$ cat src/logic/option_byte_consts.svh
`ifndef OPTION_BYTE_CONSTS_SVH
`define OPTION_BYTE_CONSTS_SVH

// ****************************************************************
// Option byte address, layout and erased value
// ****************************************************************
`define OPT_BYTE_ADDR       16'hFFFF
`define OPT_ERASED          8'hFF
`define OPT_LOCK_BIT        0
`define OPT_INHIBIT_BIT     1
`define OPT_BOOT_BIT        2
`define OPT_NOISE_BIT       3
`define OPT_CYCLE_BIT       5
`define OPT_XTAL_BIT        7
`define OPT_FORCED_ONES     8'h50

// ****************************************************************
// Boot vectors
// ****************************************************************
`define BOOT_APP_ADDR       16'h0000
`define BOOT_LOADER_ADDR    16'h3800

// ****************************************************************
// Timing: times in their own unit, counts derived from the clock
// ****************************************************************
`define MCLK_PERIOD_NS      50
`define CYCLES_PER_US       (1000 / `MCLK_PERIOD_NS)
`define PROGRAM_PULSE_US    300
`define ERASE_TIME_US       500
`define READ_TIME_US        1
`define PROGRAM_CYCLES      (`PROGRAM_PULSE_US * `CYCLES_PER_US)
`define ERASE_CYCLES        (`ERASE_TIME_US * `CYCLES_PER_US)
`define READ_CYCLES         (`READ_TIME_US * `CYCLES_PER_US)

`endif

$ cat src/logic/option_byte_pkg.sv
package option_byte_pkg;

    // ****************************************************************
    // Carriers
    // ****************************************************************
    // Programmer pins, all asynchronous to mclk
    typedef struct packed {
        logic        flashMode;
        logic        extReset;
        logic        rd;
        logic        wr;
        logic        erase;
        logic [15:0] addr;
        logic [7:0]  data;
    } prog_pins_t;

    // Settings handed to the processor core
    typedef struct packed {
        logic [15:0] bootAddr;
        logic        noiseReductionEn;
        logic        sixClockMachineCycle;
        logic        crystalLowSpeed;
        logic        codeReadInhibit;
        logic        lockActive;
    } core_cfg_t;

    typedef enum logic [1:0] {
        ST_LOAD,
        ST_RUN,
        ST_FLASH
    } ctl_state_t;

    typedef enum logic [2:0] {
        OP_NONE,
        OP_OPT_RD,
        OP_OPT_WR,
        OP_ARR_RD,
        OP_ARR_WR,
        OP_ERASE
    } flash_op_t;

endpackage : option_byte_pkg

$ cat src/logic/flash_op_timer.sv
`timescale 1ns/10ps
`include "option_byte_consts.svh"

module flash_op_timer #(
    parameter int TW = 16
) (
    input  wire logic          mclk,
    input  wire logic          rst,
    input  wire logic          clkEn,
    input  wire logic          start,
    input  wire logic [TW-1:0] loadCount,
    output logic               busy,
    output logic               done
);
    import option_byte_pkg::*;

    typedef struct packed {
        logic [TW-1:0] remain;
        logic          busy;
        logic          done;
    } timer_state_t;

    timer_state_t s_reg;
    timer_state_t s_next;

    // ****************************************************************
    // Down counter; a start while busy is ignored by the caller
    // ****************************************************************
    always_comb begin
        s_next      = s_reg;
        s_next.done = 1'b0;
        if (start) begin
            s_next.remain = loadCount;
            s_next.busy   = 1'b1;
        end else if (s_reg.busy) begin
            if (s_reg.remain <= TW'(1)) begin
                s_next.busy = 1'b0;
                s_next.done = 1'b1;
            end else begin
                s_next.remain = s_reg.remain - TW'(1);
            end
        end
    end

    // Frozen while clkEn is low
    always_ff @(posedge mclk or posedge rst) begin
        if (rst) begin
            s_reg <= '0;
        end else if (clkEn) begin
            s_reg <= s_next;
        end
    end

    assign busy = s_reg.busy;
    assign done = s_reg.done;

    // ****************************************************************
    // Checks
    // ****************************************************************
    logic [TW-1:0] elapsed;
    logic [TW-1:0] loaded;

    // Helper: busy cycles since start, against the loaded count
    always_ff @(posedge mclk or posedge rst) begin
        if (rst) begin
            elapsed <= '0;
            loaded  <= '0;
        end else if (clkEn) begin
            if (start) begin
                elapsed <= '0;
                loaded  <= loadCount;
            end else if (s_reg.busy) begin
                elapsed <= elapsed + TW'(1);
            end
        end
    end
endmodule : flash_op_timer

$ cat src/logic/option_byte_security_boot.sv
// What this block does
// - Option byte reachable only in flash mode.
// - Top flash address selects the option byte.
// - Programmed zero bits stick until erase-all or reset.
// - Cleared lock bit blocks all external access except erase-all.
// - Inhibit keeps external table reads off internal.
// - Internal table reads unrestricted; inhibit off frees all.
// - Boot from application or loader flash base.
// - Noise reduction enabled when its bit zero.
// - Cycle bit zero gives six-clock machine cycle.
// - Flash operations timed by the operation timer.
`timescale 1ns/10ps
`include "option_byte_consts.svh"

module option_byte_security_boot #(
    parameter int TW             = 16,
    parameter int PROGRAM_CYCLES = `PROGRAM_CYCLES,
    parameter int ERASE_CYCLES   = `ERASE_CYCLES
) (
    input  wire logic                        mclk,
    input  wire logic                        rst,
    input  wire logic                        clkEn,
    input  wire option_byte_pkg::prog_pins_t progPins,
    input  wire logic [7:0]                  arrayRdData,
    input  wire logic                        codeReadReq,
    input  wire logic                        codeReadFromInternal,
    input  wire logic                        codeReadTargetInternal,
    output option_byte_pkg::core_cfg_t       coreCfg,
    output logic                             coreHold,
    output logic [7:0]                       progDataOut,
    output logic                             progDataOe,
    output logic                             accessRefused,
    output logic                             flashBusy,
    output logic                             arrayReq,
    output logic                             arrayWe,
    output logic                             arrayErase,
    output logic [15:0]                      arrayAddr,
    output logic [7:0]                       arrayData,
    output logic                             codeReadGrant,
    output logic                             codeReadBlocked
);
    import option_byte_pkg::*;

    // ****************************************************************
    // Elaboration checks
    // ****************************************************************
    if (TW < 8 || TW > 30) begin : g_tw_bad
        $error("timer width out of range");
    end
    if (PROGRAM_CYCLES >= (1 << TW) || ERASE_CYCLES >= (1 << TW) || PROGRAM_CYCLES < 1
        || ERASE_CYCLES < 1) begin : g_cnt_bad
        $error("operation counts do not fit the timer");
    end

    typedef struct packed {
        prog_pins_t  sync1;
        prog_pins_t  sync2;
        logic        rdD;
        logic        wrD;
        logic        erD;
        ctl_state_t  st;
        flash_op_t   pendOp;
        logic [7:0]  pendData;
        logic [7:0]  optStore;
        logic [7:0]  optLatch;
        core_cfg_t   cfg;
        logic        coreHold;
        logic [7:0]  dataOut;
        logic        dataOe;
        logic        refused;
        logic        arrayReq;
        logic        arrayWe;
        logic        arrayErase;
        logic [15:0] arrayAddr;
        logic [7:0]  arrayData;
        logic        codeReadGrant;
        logic        codeReadBlocked;
    } main_state_t;

    main_state_t   s_reg;
    main_state_t   s_next;
    logic          tmrStart;
    logic [TW-1:0] tmrCount;
    logic          tmrBusy;
    logic          tmrDone;
    logic          rdEdge;
    logic          wrEdge;
    logic          erEdge;

    // ****************************************************************
    // Functions
    // ****************************************************************
    // Decode a stored byte into the settings the core sees
    function automatic core_cfg_t cfg_from(input logic [7:0] b);
        core_cfg_t c;
        c.bootAddr             = b[`OPT_BOOT_BIT] ? `BOOT_APP_ADDR
                                                  : `BOOT_LOADER_ADDR;
        c.noiseReductionEn     = ~b[`OPT_NOISE_BIT];
        c.sixClockMachineCycle = ~b[`OPT_CYCLE_BIT];
        c.crystalLowSpeed      = ~b[`OPT_XTAL_BIT];
        c.codeReadInhibit      = ~b[`OPT_INHIBIT_BIT];
        c.lockActive           = ~b[`OPT_LOCK_BIT];
        return c;
    endfunction : cfg_from

    // Programming can only pull ones to zero; reserved bits stay one
    function automatic logic [7:0] prog_bits(input logic [7:0] old, input logic [7:0] d);
        return old & (d | `OPT_FORCED_ONES);
    endfunction : prog_bits

    // ****************************************************************
    // Operation timer
    // ****************************************************************
    flash_op_timer #(
        .TW (TW)
    ) u_timer (
        .mclk      (mclk),
        .rst       (rst),
        .clkEn     (clkEn),
        .start     (tmrStart),
        .loadCount (tmrCount),
        .busy      (tmrBusy),
        .done      (tmrDone)
    );

    // Strobe edges, taken only from the second synchroniser stage
    assign rdEdge = s_reg.sync2.rd & ~s_reg.rdD;
    assign wrEdge = s_reg.sync2.wr & ~s_reg.wrD;
    assign erEdge = s_reg.sync2.erase & ~s_reg.erD;

    // ****************************************************************
    // Next state
    // ****************************************************************
    always_comb begin
        s_next            = s_reg;
        tmrStart          = 1'b0;
        tmrCount          = '0;
        s_next.sync1      = progPins;
        s_next.sync2      = s_reg.sync1;
        s_next.rdD        = s_reg.sync2.rd;
        s_next.wrD        = s_reg.sync2.wr;
        s_next.erD        = s_reg.sync2.erase;
        s_next.refused    = 1'b0;
        s_next.arrayReq   = 1'b0;
        s_next.arrayWe    = 1'b0;
        s_next.arrayErase = 1'b0;
        case (s_reg.st)
            // Keep sampling the stored byte for as long as reset is held
            ST_LOAD: begin
                s_next.optLatch = s_reg.optStore;
                s_next.cfg      = cfg_from(s_reg.optStore);
                s_next.coreHold = 1'b1;
                if (s_reg.sync2.flashMode) begin
                    s_next.st = ST_FLASH;
                end else if (!s_reg.sync2.extReset) begin
                    s_next.st       = ST_RUN;
                    s_next.coreHold = 1'b0;
                end
            end
            // Normal operation: any programmer strobe is turned away
            ST_RUN: begin
                if (s_reg.sync2.flashMode || s_reg.sync2.extReset) begin
                    s_next.st       = ST_LOAD;
                    s_next.coreHold = 1'b1;
                end else if (rdEdge || wrEdge || erEdge) begin
                    s_next.refused = 1'b1;
                end
            end
            ST_FLASH: begin
                s_next.coreHold = 1'b1;
                if (tmrDone) begin
                    case (s_reg.pendOp)
                        OP_OPT_RD: s_next.dataOut  = s_reg.optStore;
                        OP_OPT_WR: s_next.optStore = prog_bits(s_reg.optStore,
                                                               s_reg.pendData);
                        OP_ERASE:  s_next.optStore = `OPT_ERASED;
                        OP_ARR_RD: s_next.dataOut  = arrayRdData;
                        default:   s_next.dataOut  = s_reg.dataOut;
                    endcase
                    s_next.pendOp = OP_NONE;
                end else if (!s_reg.sync2.flashMode && !tmrBusy) begin
                    s_next.st = ST_LOAD;
                end else if ((rdEdge || wrEdge || erEdge) && !tmrBusy) begin
                    if (erEdge) begin
                        // Erase-all stays possible on a locked part
                        s_next.pendOp     = OP_ERASE;
                        s_next.arrayErase = 1'b1;
                        tmrStart          = 1'b1;
                        tmrCount          = TW'(ERASE_CYCLES);
                    end else if (!s_reg.optStore[`OPT_LOCK_BIT]) begin
                        s_next.refused = 1'b1;
                        s_next.dataOut = `OPT_ERASED;
                    end else begin
                        tmrStart        = 1'b1;
                        tmrCount        = wrEdge && !rdEdge ? TW'(PROGRAM_CYCLES)
                                                            : TW'(`READ_CYCLES);
                        s_next.pendData = s_reg.sync2.data;
                        if (s_reg.sync2.addr == `OPT_BYTE_ADDR) begin
                            s_next.pendOp = rdEdge ? OP_OPT_RD : OP_OPT_WR;
                        end else begin
                            s_next.pendOp    = rdEdge ? OP_ARR_RD : OP_ARR_WR;
                            s_next.arrayReq  = 1'b1;
                            s_next.arrayWe   = ~rdEdge;
                            s_next.arrayAddr = s_reg.sync2.addr;
                            s_next.arrayData = s_reg.sync2.data;
                        end
                    end
                end
            end
            default: begin
                s_next.st = ST_LOAD;
            end
        endcase
        // Data pins drive only while the programmer reads in flash mode
        s_next.dataOe          = (s_next.st == ST_FLASH) && s_reg.sync2.rd;
        // Table reads: only the external-fetch, internal-target case is stopped
        s_next.codeReadBlocked = codeReadReq && codeReadTargetInternal
                                 && !codeReadFromInternal
                                 && !s_reg.optLatch[`OPT_INHIBIT_BIT];
        s_next.codeReadGrant   = codeReadReq && !s_next.codeReadBlocked;
    end

    // Reset puts the part in the erased, unlocked state and starts a load
    always_ff @(posedge mclk or posedge rst) begin
        if (rst) begin
            s_reg          <= '0;
            s_reg.optStore <= `OPT_ERASED;
            s_reg.optLatch <= `OPT_ERASED;
            s_reg.coreHold <= 1'b1;
            // Chain starts as if external reset were held, so LOAD waits for real pins
            s_reg.sync1.extReset <= 1'b1;
            s_reg.sync2.extReset <= 1'b1;
        end else if (clkEn) begin
            s_reg <= s_next;
        end
    end

    // ****************************************************************
    // Outputs
    // ****************************************************************
    assign coreCfg         = s_reg.cfg;
    assign coreHold        = s_reg.coreHold;
    assign progDataOut     = s_reg.dataOut;
    assign progDataOe      = s_reg.dataOe;
    assign accessRefused   = s_reg.refused;
    assign flashBusy       = tmrBusy;
    assign arrayReq        = s_reg.arrayReq;
    assign arrayWe         = s_reg.arrayWe;
    assign arrayErase      = s_reg.arrayErase;
    assign arrayAddr       = s_reg.arrayAddr;
    assign arrayData       = s_reg.arrayData;
    assign codeReadGrant   = s_reg.codeReadGrant;
    assign codeReadBlocked = s_reg.codeReadBlocked;
endmodule : option_byte_security_boot

$ cat config.mk
export PLATFORM = sky130hd
export DESIGN_NAME = option_byte_security_boot
export DESIGN_NICKNAME = d
export VERILOG_FILES = /design/src/logic/option_byte_pkg.sv /design/src/logic/flash_op_timer.sv /design/src/logic/option_byte_security_boot.sv
export VERILOG_INCLUDE_DIRS = /design/src /design/src/logic
export SDC_FILE = /design/constraint.sdc
export NUM_CORES = 1
export LEC_CHECK = 0
export ABC_AREA = 1
export BUFFER_PORTS_ARGS = -buffer_cell sky130_fd_sc_hd__buf_2
export CORE_ASPECT_RATIO = 1.75
export CORE_UTILIZATION = 36
export DETAILED_ROUTE_END_ITERATION = 8
export PLACE_DENSITY = 0.63
export SETUP_SLACK_MARGIN = 0.02
export SYNTH_ARGS = -nofsm -noshare
export SYNTH_HDL_FRONTEND = slang
export SYNTH_HIERARCHICAL = 1
export SYNTH_SLANG_ARGS = --single-unit
$ cat constraint.sdc
create_clock -name mclk -period 4.7 [get_ports mclk]
set_input_delay 0.94 -clock mclk [delete_from_list [all_inputs] [get_ports mclk]]
set_output_delay 0.94 -clock mclk [all_outputs]
set_load 0.1 [all_outputs]
* After elaboration in Yosys (flattened, before gate mapping)
Cells that the tools add are included.
** Word-level totals
- Bits in latches :: 0
- Register bits :: 163
- Output and inout port bits :: 62
- Memories :: 0
- Bits in writable memories :: 0
- Logic and storage cells :: 166
- Input port bits :: 43
- ROM bits :: 0
** Operators by class
- Equal/unequal tests :: 14
- Magnitude comparators :: 1
- Multipliers :: 0
- Muxes and demuxes :: 60
- Divide/modulo/power cells :: 0
- Add/subtract/negate cells :: 1
- Reduce and logical (&&, ||, !) cells :: 31
- Shift operators :: 0
- Bitwise gates (word level) :: 17
** Operator list (number)
- $mux 14 :: 6
- $mux 28 :: 3
- $mux 24 :: 3
- $mux 8 :: 6
- $mux 11 :: 3
- $pmux 8 s2 :: 2
- $mux 27 :: 1
- $mux 13 :: 2
- $mux 18 :: 1
- $mux 2 :: 9
- $mux 17 :: 1
- $eq 16x16->1 const B :: 1
- $le 16x1->1 const B :: 1
- $mux 16 :: 1
- $sub 16x1->16 const B :: 1
- $mux 3 :: 5
- $mux 1 :: 14
- $reduce_and 7->1 :: 2
- $not 1->1 :: 13
- $and 8x8->8 :: 1
- $logic_and 1x1->1 :: 8
- $reduce_and 8->1 :: 1
- $eq 3x2->1 const B :: 2
- $logic_not 1->1 :: 6
- 19 further kinds :: 31

* Logic depth before layout (Yosys ltp)
Gate-level depths: netlist of run 1.
- Depth in word-level cells :: 12
- Depth in mapped cells :: 17
- Depth with buffers taken out :: 16

* By module
Netlist of run 1, hierarchy kept.
** By module, submodules not included
- option_byte_security_boot :: cells an instance 670, area an instance 5799.3 µm², seq. area each 3166.8 µm², instances 1
- flash_op_timer :: cells an instance 212, area an instance 1443.9 µm², seq. area each 450.4 µm², instances 1

* Least setup slack after synthesis of run 1
Ideal clock, no wire load.
- Path kind :: flip-flop to flip-flop
- Start point :: reg u_timer.s_reg (netlist bit u_timer/busy)
- End point :: reg u_timer/s_reg[10] (netlist bit)
- Arrival :: 2443 ps
- Path slack :: 2141 ps
- Buffers on the path :: 2
- Cell stages (with the launch flop) :: 16
- Clock period less this slack :: 2559 ps
- Library setup time :: 116 ps
- Data required time :: 4584 ps
- Cells stage by stage :: dfrtp_1 -> inv_1 -> nand2_1 -> inv_1 -> nand2_1 -> nor2_1 -> buf_6 -> inv_4 -> nand3_2 -> nor2_4 -> nand2_4 -> nand2_8 -> inv_8 -> buf_12 -> nand2_1 -> nand2_1
** Between the ends
- Cells in the longest elaborated chain, start to end :: 8
- Elaborated cells between the ends (all ways) :: 15
- Those cells by class :: 1 x eq/ne; 9 x mux; 5 x reduce/logical
** RTL lines
- start, declared :: line flash_op_timer.sv:23 : timer_state_t s_reg;
- start signal, assigned :: line flash_op_timer.sv:50 : s_reg <= s_next;
- $logic_not 1->1 (*) :: line option_byte_security_boot.sv:181, option_byte_security_boot.sv:183
- $logic_and 1x1->1 :: line option_byte_security_boot.sv:183 : end else if ((rdEdge || wrEdge || erEdge) && !tmrBusy) begin
- $mux 1 :: line option_byte_security_boot.sv:183
- $mux 1 (*) :: line option_byte_security_boot.sv:181 : end else if (!s_reg.sync2.flashMode && !tmrBusy) begin
- $mux 1 (*) :: line option_byte_security_boot.sv:171 : if (tmrDone) begin
- $mux 1 (*) :: line option_byte_security_boot.sv:147 : case (s_reg.st)
- via tmrStart :: line option_byte_security_boot.sv:82 : logic tmrStart;
- $ne 2x2->1 (no source line) or $reduce_bool 2->1 (tied branches)
- $reduce_and 3->1 (no source line)
The timed path passes the listed nets; every way through them passes the cells marked *.
A chain may end at the register's enable or synchronous reset.

* Worst setup path in the final report of run 1
- Start point :: reg s_reg[88] (netlist bit)
- End point :: reg u_timer/s_reg[14] (netlist bit)
** Between the ends
- Cells in the longest elaborated chain, start to end :: 4
- Elaborated cells between the ends (all ways) :: 7
- Those cells by class :: 2 x eq/ne; 3 x mux; 2 x reduce/logical
** RTL lines
- start, declared :: line option_byte_security_boot.sv:80 : main_state_t s_reg;
- start signal, assigned :: line option_byte_security_boot.sv:234 : s_reg <= s_next;
- $eq 2x2->1 (*) :: line option_byte_security_boot.sv:147
- $mux 1 (*) :: line option_byte_security_boot.sv:147
- via tmrStart :: line option_byte_security_boot.sv:82
- $ne 2x2->1 (no source line) or $reduce_bool 2->1 (tied branches)
- $reduce_and 3->1 (no source line)
Marked as above.

==> results of run 1 <==
[final timing paths]
check | to | cells after the start | slack, ns | start
max reg2reg | u_timer/s_reg[14]$_DFFE_PP0P_ | 12 | 2.31 | s_reg[88]$_DFFE_PP0P_
min | s_reg[73]$_DFFE_PP1P_ | 2 | 0.45 | s_reg[73]$_DFFE_PP1P_
max in group asynchronous | s_reg[76]$_DFFE_PP1P_ | 3 | 3.13 | rst
min in group asynchronous | u_timer/s_reg[2]$_DFFE_PP0P_ | 2 | 0.69 | rst
max | u_timer/s_reg[14]$_DFFE_PP0P_ | 12 | 2.31 | s_reg[88]$_DFFE_PP0P_
min reg2reg | s_reg[73]$_DFFE_PP1P_ | 2 | 0.45 | s_reg[73]$_DFFE_PP1P_
[placed cells by master, fill, tap and decap left out, drive strengths merged]
cell type,count
conb,20
nor2,60
dfstp,11
nand3,55
nor3,6
ha,7
bufinv,3
o22ai,1
nor4,1
nand2,332
nor3b,1
o211ai,1
clkbuf,18
nand4,10
o21a,1
o21ai,83
a211oi,1
a21oi,27
clkinv,12
dfrtp,133
o31ai,1
buf,95
inv,68
[cell type report]
cell class / count / area [sq um] / share of cell area (%)
clock buffer: 18 / 429 / 5.27
clock inverter: 14 / 168 / 2.06
tap: 245 / 307 / 3.76
timing repair buffer: 95 / 498 / 6.11
multi-input combinational: 607 / 2860 / 35.1
inverter: 69 / 272 / 3.33
sequential: 144 / 3620 / 44.4
[kinds of logic (layout without fill, tap and decap cells)]
family          Yosys count  count (layout)  synth area share (%)
simple gates            465             465                  28.4
buf+inv                 150             196                  11.6
flops                   144             144                  49.9
compound gates          115             115                  8.83
fa+ha+maj                 7               7                  1.21
other cells               1              20                0.0518
[metal layers]
layer | vias to the layer above | global-route usage [%]
li1 | 2836 | -
met1 | 2604 | 20.0
met2 | 113 | 29.3
met3 | 22 | 3.36
met4 | 0 | 6.72
met5 | - | 0
[per-stage QoR]
stage / hold WS (ns) / instance area, sq um / util [%]
global placement: 0.450 / 7550 / 38.3
detailed placement: 0.450 / 7550 / 38.3
CTS: 0.459 / 8150 / 41.3
finish: 0.455 / 8150 / 41.3
global route: 0.477 / 8150 / 41.3
floorplan: 0.433 / 7310 / -
[report_power, final]
group / leakage (nW) / switching, mW / total [mW] / internal [mW]
logic: 2.21 / 1.28 / 1.65 / 0.373
registers: 1.83 / 0.164 / 1.59 / 1.43
clock network: 0.298 / 0.525 / 1.36 / 0.834
total: 4.34 / 1.97 / 4.60 / 2.63
[worst register-to-register path, cell delays in order (launching register included)]
cell	delay (ns)
dfrtp_1	0.42
inv_1	0.14
ha_1	0.34
nand3_1	0.19
nor2_1	0.13
buf_4	0.27
inv_4	0.08
a21oi_4	0.28
nand2_8	0.13
inv_8	0.15
nand2_1	0.07
nand2_1	0.05
nand2_1	0.04
==> results.yml, run 1 <==
final_layout:
  n_fill_cell: 2029
  layout-drive-gt1-share_pct: 19.3
  largest_reg_flops: 48
  num_antenna_cells: 0
  syn_to_final_growth_pct: 12.5
  final_nets: 984
  stdcell_count: 1192
floorplan:
  start_util_pct: 36.7
  num_rows: 68
  die_area_sq_mm: 0.0207
  num_io_pins: 105
  die_height_um: 190
  die_w_um: 109
  coreArea_sq_mm: 0.0197
power:
  fin_total_pwr_mw: 4.60
  leakagePower_nw: 4.34
  power_density_mw_per_mm2: 565
  ir_drop_v: 0.000427
synth:
  ys.warnings.count: 6
  yosys_register_bits: 144
  syn_area_sq_mm: 0.00724
  synth_common_cells: "nand2_1, dfrtp_1, o21ai_0"
  avgSynthCellArea_sq_um: 8.21
  synth_area_leaders: "dfrtp_1, nand2_1, buf_4, o21ai_0, dfstp_2"
  synthDominantCellAreaShare_pct: 45.9
  synth_cells: 882
  synth_edf_count: 0
  yosys.area.top_type: "dfrtp_1"
  async_flop_share_pct: 100
  ys.flop_type: "dfrtp_1"
  synthMostInstantiatedCell: "nand2_1"
  ys_types: 40
  ys_seq_area_share_pct: 49.9
timing:
  worst-slew-pin-transition_ns: 0.888
  fin_crit_sh_pct: 50.9
  min_period_ns: 2.39
  setup_violations: 0
  tns_ns: 0
  report.final.slew_viol_count: 0
  rsz0062_at_grt: "false"
  finalHoldViolations: 0
  max_slew_margin_pct: 40.8
  layout_setup_ws_ns: 2.31
  clock_skew_ns: 0.00706
  max_freq_mhz: 418
clock_network:
  cts_tree: "yes"
  cts.sinks: 144
  numCtsBuffers: 17
  hold_buffers: 0
  cts_buffer_depth: 2
  clkTransAtPathRegs_ns: 0.06
  clockRootBuffer: "clkbuf_16"
  clk_latency_ns: 0.42
  cts.repair.resized: 0
  cts_max_level: 4
  cts_setup_buffers: 0
route:
  ant_nets: 0
  drc_errors: 0
  wl_met3_um: 558
  dr.pass1.iters: 5
  top_layer_used: "met4"
  met1_length_um: 6600
  routed_wl_um: 16100
  first_iter_violations: 307
  dr_wl_met2_um: 8560
  wl_per_cell_um: 13.5
  viasPerCell: 4.68
  dr_total_vias: 5575
place:
  port_buffers: 91
  dp_cells: 1160
  dpl.hpwl_um: 11700
  place_ws_ns: 1.86
  place_congestion: 0.874
setup_path:
  cp_max_fo: 19
  start_kind: "flip-flop"
  cp_num_buf_inv: 4
  cpLargestDelayFamily: "buffers and inverters"
  path_cells: "inv_1 -> ha_1 -> nand3_1 -> nor2_1 -> buf_4 -> inv_4 -> a21oi_4 -> nand2_8 -> inv_8 -> nand2_1 -> nand2_1 -> nand2_1"
  worstPathRequired_ns: 5.01
  cpPeakStageDelay_ns: 0.42
  crit_path_end_kind: "flip-flop"
  worstPathArrival_ns: 2.71
  cp_common_cell: "nand2_1"
  critPathSlowestCell: "dfrtp_1"
  crit_type: "flip-flop to flip-flop"
global_routing:
  antenna_found_initial: 0
  grt_pass1_wl_um: 26800
  track_usage_pct: 16.8
  grt_max_degree: 83
  grt_pass1_vias: 5407
  grt_overflow: 0
min_path:
  hp-class: "flip-flop to flip-flop"
status:
  status: "completed"
flow_run:
  drv_cap: 0
(Power assumes the default switching activity.)
==> run 2: changes to the inputs <==
- clock period: 4.7 -> 2.45 ns (I/O delays scaled with it)
==> run 2 against run 1 <==
Cell count up 0.59%. Maximum frequency up 8.7%. Register-to-register slack worse by 2.1 ns. Non-clock buffer count up 7. Critical path depth up 2. Highest routed layer unchanged.
==> results.yml, run 2 (synthesized netlist as in run 1, its figures left out) <==
status:
  status: "completed"
clock_network:
  clkTransAtPathRegs_ns: 0.06
  cts_buffer_depth: 2
  clk_latency_ns: 0.42
  hold_buffers: 0
  numCtsBuffers: 17
  clockRootBuffer: "clkbuf_16"
  cts_tree: "yes"
  cts.sinks: 144
  cts_max_level: 4
final_layout:
  final_common_cell: "nand2_1"
  layout-drive-gt1-share_pct: 20.1
  num_antenna_cells: 0
  final_nets: 991
  syn_to_final_growth_pct: 14.4
  design_area_sq_mm: 0.00829
  final_cell_mix: "nand2_1, dfrtp_1, buf_2, o21ai_0, inv_1"
  n_fill_cell: 2047
  largest_reg_flops: 48
  stdcell_count: 1199
timing:
  max_freq_mhz: 454
  tns_ns: 0
  setup_violations: 0
  clock_skew_ns: 0.00954
  min_period_ns: 2.20
  rsz0062_at_grt: "false"
  report.final.slew_viol_count: 0
  fin_crit_sh_pct: 89.9
  finalHoldViolations: 0
  worst-slew-pin-transition_ns: 0.802
  max_slew_margin_pct: 46.4
route:
  drc_errors: 0
  ant_nets: 0
  wl_per_cell_um: 13.6
  first_iter_violations: 225
  viasPerCell: 4.59
  dr_total_vias: 5503
  routed_wl_um: 16300
  dr.pass1.iters: 6
floorplan:
  num_io_pins: 105
  die_height_um: 190
  coreArea_sq_mm: 0.0197
  num_rows: 68
  start_util_pct: 36.7
  die_w_um: 109
  die_area_sq_mm: 0.0207
global_routing:
  grt_pass1_vias: 5682
  antenna_found_initial: 0
  grt_busiest_layer: "met2"
  use_met2_pct: 30.8
  track_usage_pct: 17.3
  use_met3_pct: 3.12
  grt_max_degree: 79
  grt_overflow: 0
  use_met1_pct: 19.4
  grt_pass1_wl_um: 27500
setup_path:
  crit_path_end_kind: "flip-flop"
  worstPathRequired_ns: 2.82
  cp_max_fo: 17
  start_kind: "flip-flop"
  crit_type: "flip-flop to flip-flop"
  reg2reg_depth: 14
  worstPathArrival_ns: 2.57
power:
  netSwitchingFraction_pct: 41.3
  comb_power_share_pct: 34.6
  ir_drop_v: 0.000822
  power_frac_clock_pct: 32.2
  power_density_mw_per_mm2: 1110
  leakagePower_nw: 4.41
  power.switching_mw: 3.79
  p_seq_share_pct: 33.2
  fin_total_pwr_mw: 9.19
  intPower_mw: 5.40
flow_run:
  drv_cap: 0
place:
  place_area_sq_mm: 0.00761
  port_buffers: 91
  place_congestion: 0.871
  dpl.hpwl_um: 12100
  dp_cells: 1167
min_path:
  hp-class: "input port to async pin"
-- run 2: cell types whose count changed in the layout (fill, tap and decap cells not counted), moves of 2 or more --
cell / before / now
clkinv_2: 5 / 3
bufinv_16: 3 / 6
buf_4: 3 / 9
clkinvlp_4: 0 / 2
-- run 2: repair_timing --
item                       4_1_cts  5_1_grt
setup buffers                    0        0
gates resized for setup          0        1
setup endpoints to repair        0        2
-- run 2: final cells by class --
class | count | area (sq um) | area share (%)
flip-flops and latches | 144 | 3620 | 43.7
multi-input cells | 607 | 2860 | 34.5
repair buffers | 102 | 554 | 6.69
clock buffers | 18 | 439 | 5.30
well taps | 245 | 307 | 3.70
inverters | 69 | 273 | 3.29
clock inverters | 14 | 238 | 2.87
-- run 2: path summary, 6_finish.rpt --
kind	startpoint	end	slack, ns
hold / removal	rst	accessRefused$_DFFE_PP0P_	0.12
hold reg to reg	s_reg[73]$_DFFE_PP1P_	s_reg[73]$_DFFE_PP1P_	0.46
setup / recovery	s_next[90]$_DFFE_PP0P_	u_timer/s_reg[9]$_DFFE_PP0P_	0.25
min in group mclk	progPins[27]	s_next[120]$_DFFE_PP1P_	0.26
setup reg to reg	s_next[90]$_DFFE_PP0P_	u_timer/s_reg[9]$_DFFE_PP0P_	0.25
max in group asynchronous	rst	s_next[99]$_DFFE_PP0P_	1.58
-- run 2: power groups by stage --
stage | registers [mW] | logic (mW) | clock network, mW
after floorplan | 3.16 | 2.67 | 0
after global placement | 3.08 | 3.18 | 0
after detailed placement | 3.09 | 3.19 | 0
after CTS | 3.05 | 3.20 | 3.04
after global routing | 3.09 | 3.47 | 3.13
final | 3.05 | 3.18 | 2.96
-- run 2: critical path, cell delays in order, from the launching register on --
cell and delay (ns):
dfrtp_1 0.42, nand2_4 0.14, nand3_2 0.12, nand2_1 0.16
inv_1 0.10, nand2_1 0.10, nor2_1 0.09, buf_6 0.18
nor2_8 0.18, inv_2 0.12, nor3_1 0.24, nand4_1 0.12
nand2_1 0.09, nand2_2 0.04, nand2_1 0.05
-- run 2: layer usage --
metal	vias up	part of all wire (%)
met4	0	2.9
li1	2838	-
met3	31	3.1
met5	-	0
met2	113	53
met1	2521	41
-- run 2: through the flow --
stage	utilization [%]	setup slack, ns	hold WS (ns)
after floorplan	-	0.236	0.429
after global placement	38.5	0.337	0.440
after detailed placement	38.5	0.265	0.452
after CTS	42.0	0.233	0.133
after global routing	42.0	0.0506	0.152
final	42.0	0.247	0.122
==> run 3: changes to the inputs <==
- CORE_UTILIZATION: 36 -> 40
- PLACE_DENSITY: 0.63 -> 0.68
==> run 3 against run 2 <==
Largest power group unchanged. Maximum frequency shrank 2.0%. Critical path type unchanged. Final area shrank 1.1%. Non-clock buffer count is the same. Clock skew shrank 0.0015 ns.
==> results.yml, run 3 (synthesized netlist as in run 1, its figures left out) <==
clock_network:
  cts_max_level: 4
  numCtsBuffers: 17
  clkTransAtPathRegs_ns: 0.06
  hold_buffers: 0
  cts_tree: "yes"
  cts_setup_buffers: 0
  cts.repair.resized: 0
  cts.sinks: 144
  cts_buffer_depth: 2
  clockRootBuffer: "clkbuf_16"
  clk_latency_ns: 0.42
route:
  met1_length_um: 6560
  wl_met3_um: 533
  viasPerCell: 4.67
  dr_wl_met2_um: 8340
  wl_per_cell_um: 13.4
  top_layer_used: "met4"
  drc_errors: 0
  routed_wl_um: 15800
  dr.pass1.iters: 4
  first_iter_violations: 241
  ant_nets: 0
  dr_total_vias: 5533
final_layout:
  layout-drive-gt1-share_pct: 20.1
  final_common_cell: "nand2_1"
  syn_to_final_growth_pct: 13.2
  final_cell_mix: "nand2_1, dfrtp_1, buf_2, o21ai_0, inv_1"
  n_fill_cell: 1794
  largest_reg_flops: 48
  num_antenna_cells: 0
  final_nets: 991
  stdcell_count: 1185
power:
  p_seq_share_pct: 34.7
  comb_power_share_pct: 36.1
  power_frac_clock_pct: 29.2
  power.switching_mw: 3.75
  power_density_mw_per_mm2: 1070
  leakagePower_nw: 4.36
  netSwitchingFraction_pct: 42.8
  ir_drop_v: 0.000615
  intPower_mw: 5.01
setup_path:
  regToRegEndpoint: "u_timer/s_reg[12]$_DFFE_PP0P_"
  worstPathRequired_ns: 2.75
  reg2reg_depth: 12
  worstPathArrival_ns: 2.54
  start_kind: "flip-flop"
  crit_type: "flip-flop to flip-flop"
  r2r-start: "s_reg[88]$_DFFE_PP0P_"
  cp_max_fo: 17
  crit_path_end_kind: "flip-flop"
  reg2reg_setup_slack_ns: 0.20
global_routing:
  grt_pass1_vias: 5566
  antenna_found_initial: 0
  track_usage_pct: 18.1
  grt_overflow: 0
  grt_max_degree: 73
  grt_pass1_wl_um: 26900
timing:
  report.final.slew_viol_count: 0
  setup_violations: 0
  clock_skew_ns: 0.00803
  finalHoldViolations: 0
  max_slew_margin_pct: 48.8
  tns_ns: 0
  fin_crit_sh_pct: 91.7
  worst-slew-pin-transition_ns: 0.766
  min_period_ns: 2.25
  max_freq_mhz: 445
  rsz0062_at_grt: "false"
floorplan:
  num_io_pins: 105
  start_util_pct: 41.1
  coreArea_sq_mm: 0.0176
  die_height_um: 180
  die_w_um: 104
  num_rows: 64
  die_area_sq_mm: 0.0187
place:
  port_buffers: 91
  dpl.hpwl_um: 11600
  dp_cells: 1153
  place_congestion: 0.889
min_path:
  hp-class: "input port to async pin"
status:
  status: "completed"
flow_run:
  drv_cap: 0
[run 3: cell types whose count changed in the layout (fill, tap and decap cells not counted), sizes merged]
cell,before,now
bufinv,6,2
clkbuf,18,20
clkinv,8,6
clkinvlp,2,4
inv,67,69
[run 3: power groups by stage]
stage	clock network, mW	logic, mW	registers, mW
finish	2.55	3.16	3.04
global route	2.71	3.47	3.09
CTS	2.61	3.18	3.04
detailed placement	0	3.18	3.08
global placement	0	3.16	3.07
floorplan	0	2.67	3.16
[run 3: critical path: stages (launching register included)]
cell and delay, ns:
dfrtp_1 0.41, inv_1 0.13, ha_1 0.32, nand3_1 0.21, nor2_2 0.23, buf_6 0.21
nor2_8 0.08, inv_2 0.16, nor2_1 0.10, nand3_1 0.10, nand2_1 0.06, nand2_2 0.06
nand2_1 0.05
[run 3: cell type report]
class	instances	area (sq um)	area share [%]
sequential	144	3620	44.1
timing repair buffer	102	567	6.91
clock buffer	20	457	5.57
inverter	69	273	3.33
tap	231	289	3.53
multi-input combinational	607	2860	34.9
clock inverter	12	133	1.62
[run 3: how the worst max path moves through the flow]
stage	from	endpoint	cells past startpoint
3_3_place_gp	s_reg[88]$_DFFE_PP0P_	u_timer/s_reg[12]$_DFFE_PP0P_	12
2_1_floorplan	u_timer/busy$_DFFE_PP0P_	u_timer/s_reg[10]$_DFFE_PP0P_	15
6_report	s_reg[88]$_DFFE_PP0P_	u_timer/s_reg[12]$_DFFE_PP0P_	12
5_1_grt	s_next[90]$_DFFE_PP0P_	u_timer/s_reg[9]$_DFFE_PP0P_	14
4_1_cts	s_reg[88]$_DFFE_PP0P_	u_timer/s_reg[12]$_DFFE_PP0P_	12
3_5_place_dp	s_reg[88]$_DFFE_PP0P_	u_timer/s_reg[12]$_DFFE_PP0P_	12
[run 3: metal layers]
metal	track usage, %	vias up
met5	0	-
met4	8.57	0
met3	3.33	28
met2	33.3	125
met1	19.9	2535
li1	-	2845
[run 3: through the flow]
| stage | setup slack [ns] | area, sq um | hold slack (ns) | total power [mW] | util [%] |
|---|---|---|---|---|---|
| after floorplan | 0.236 | 7320 | 0.429 | 5.84 | - |
| after global placement | 0.234 | 7600 | 0.441 | 6.23 | 43.2 |
| after detailed placement | 0.157 | 7600 | 0.446 | 6.25 | 43.2 |
| after CTS | 0.139 | 8190 | 0.181 | 8.83 | 46.5 |
| after global routing | 0.0575 | 8200 | 0.197 | 9.27 | 46.5 |
| final | 0.202 | 8200 | 0.169 | 8.76 | 46.5 |
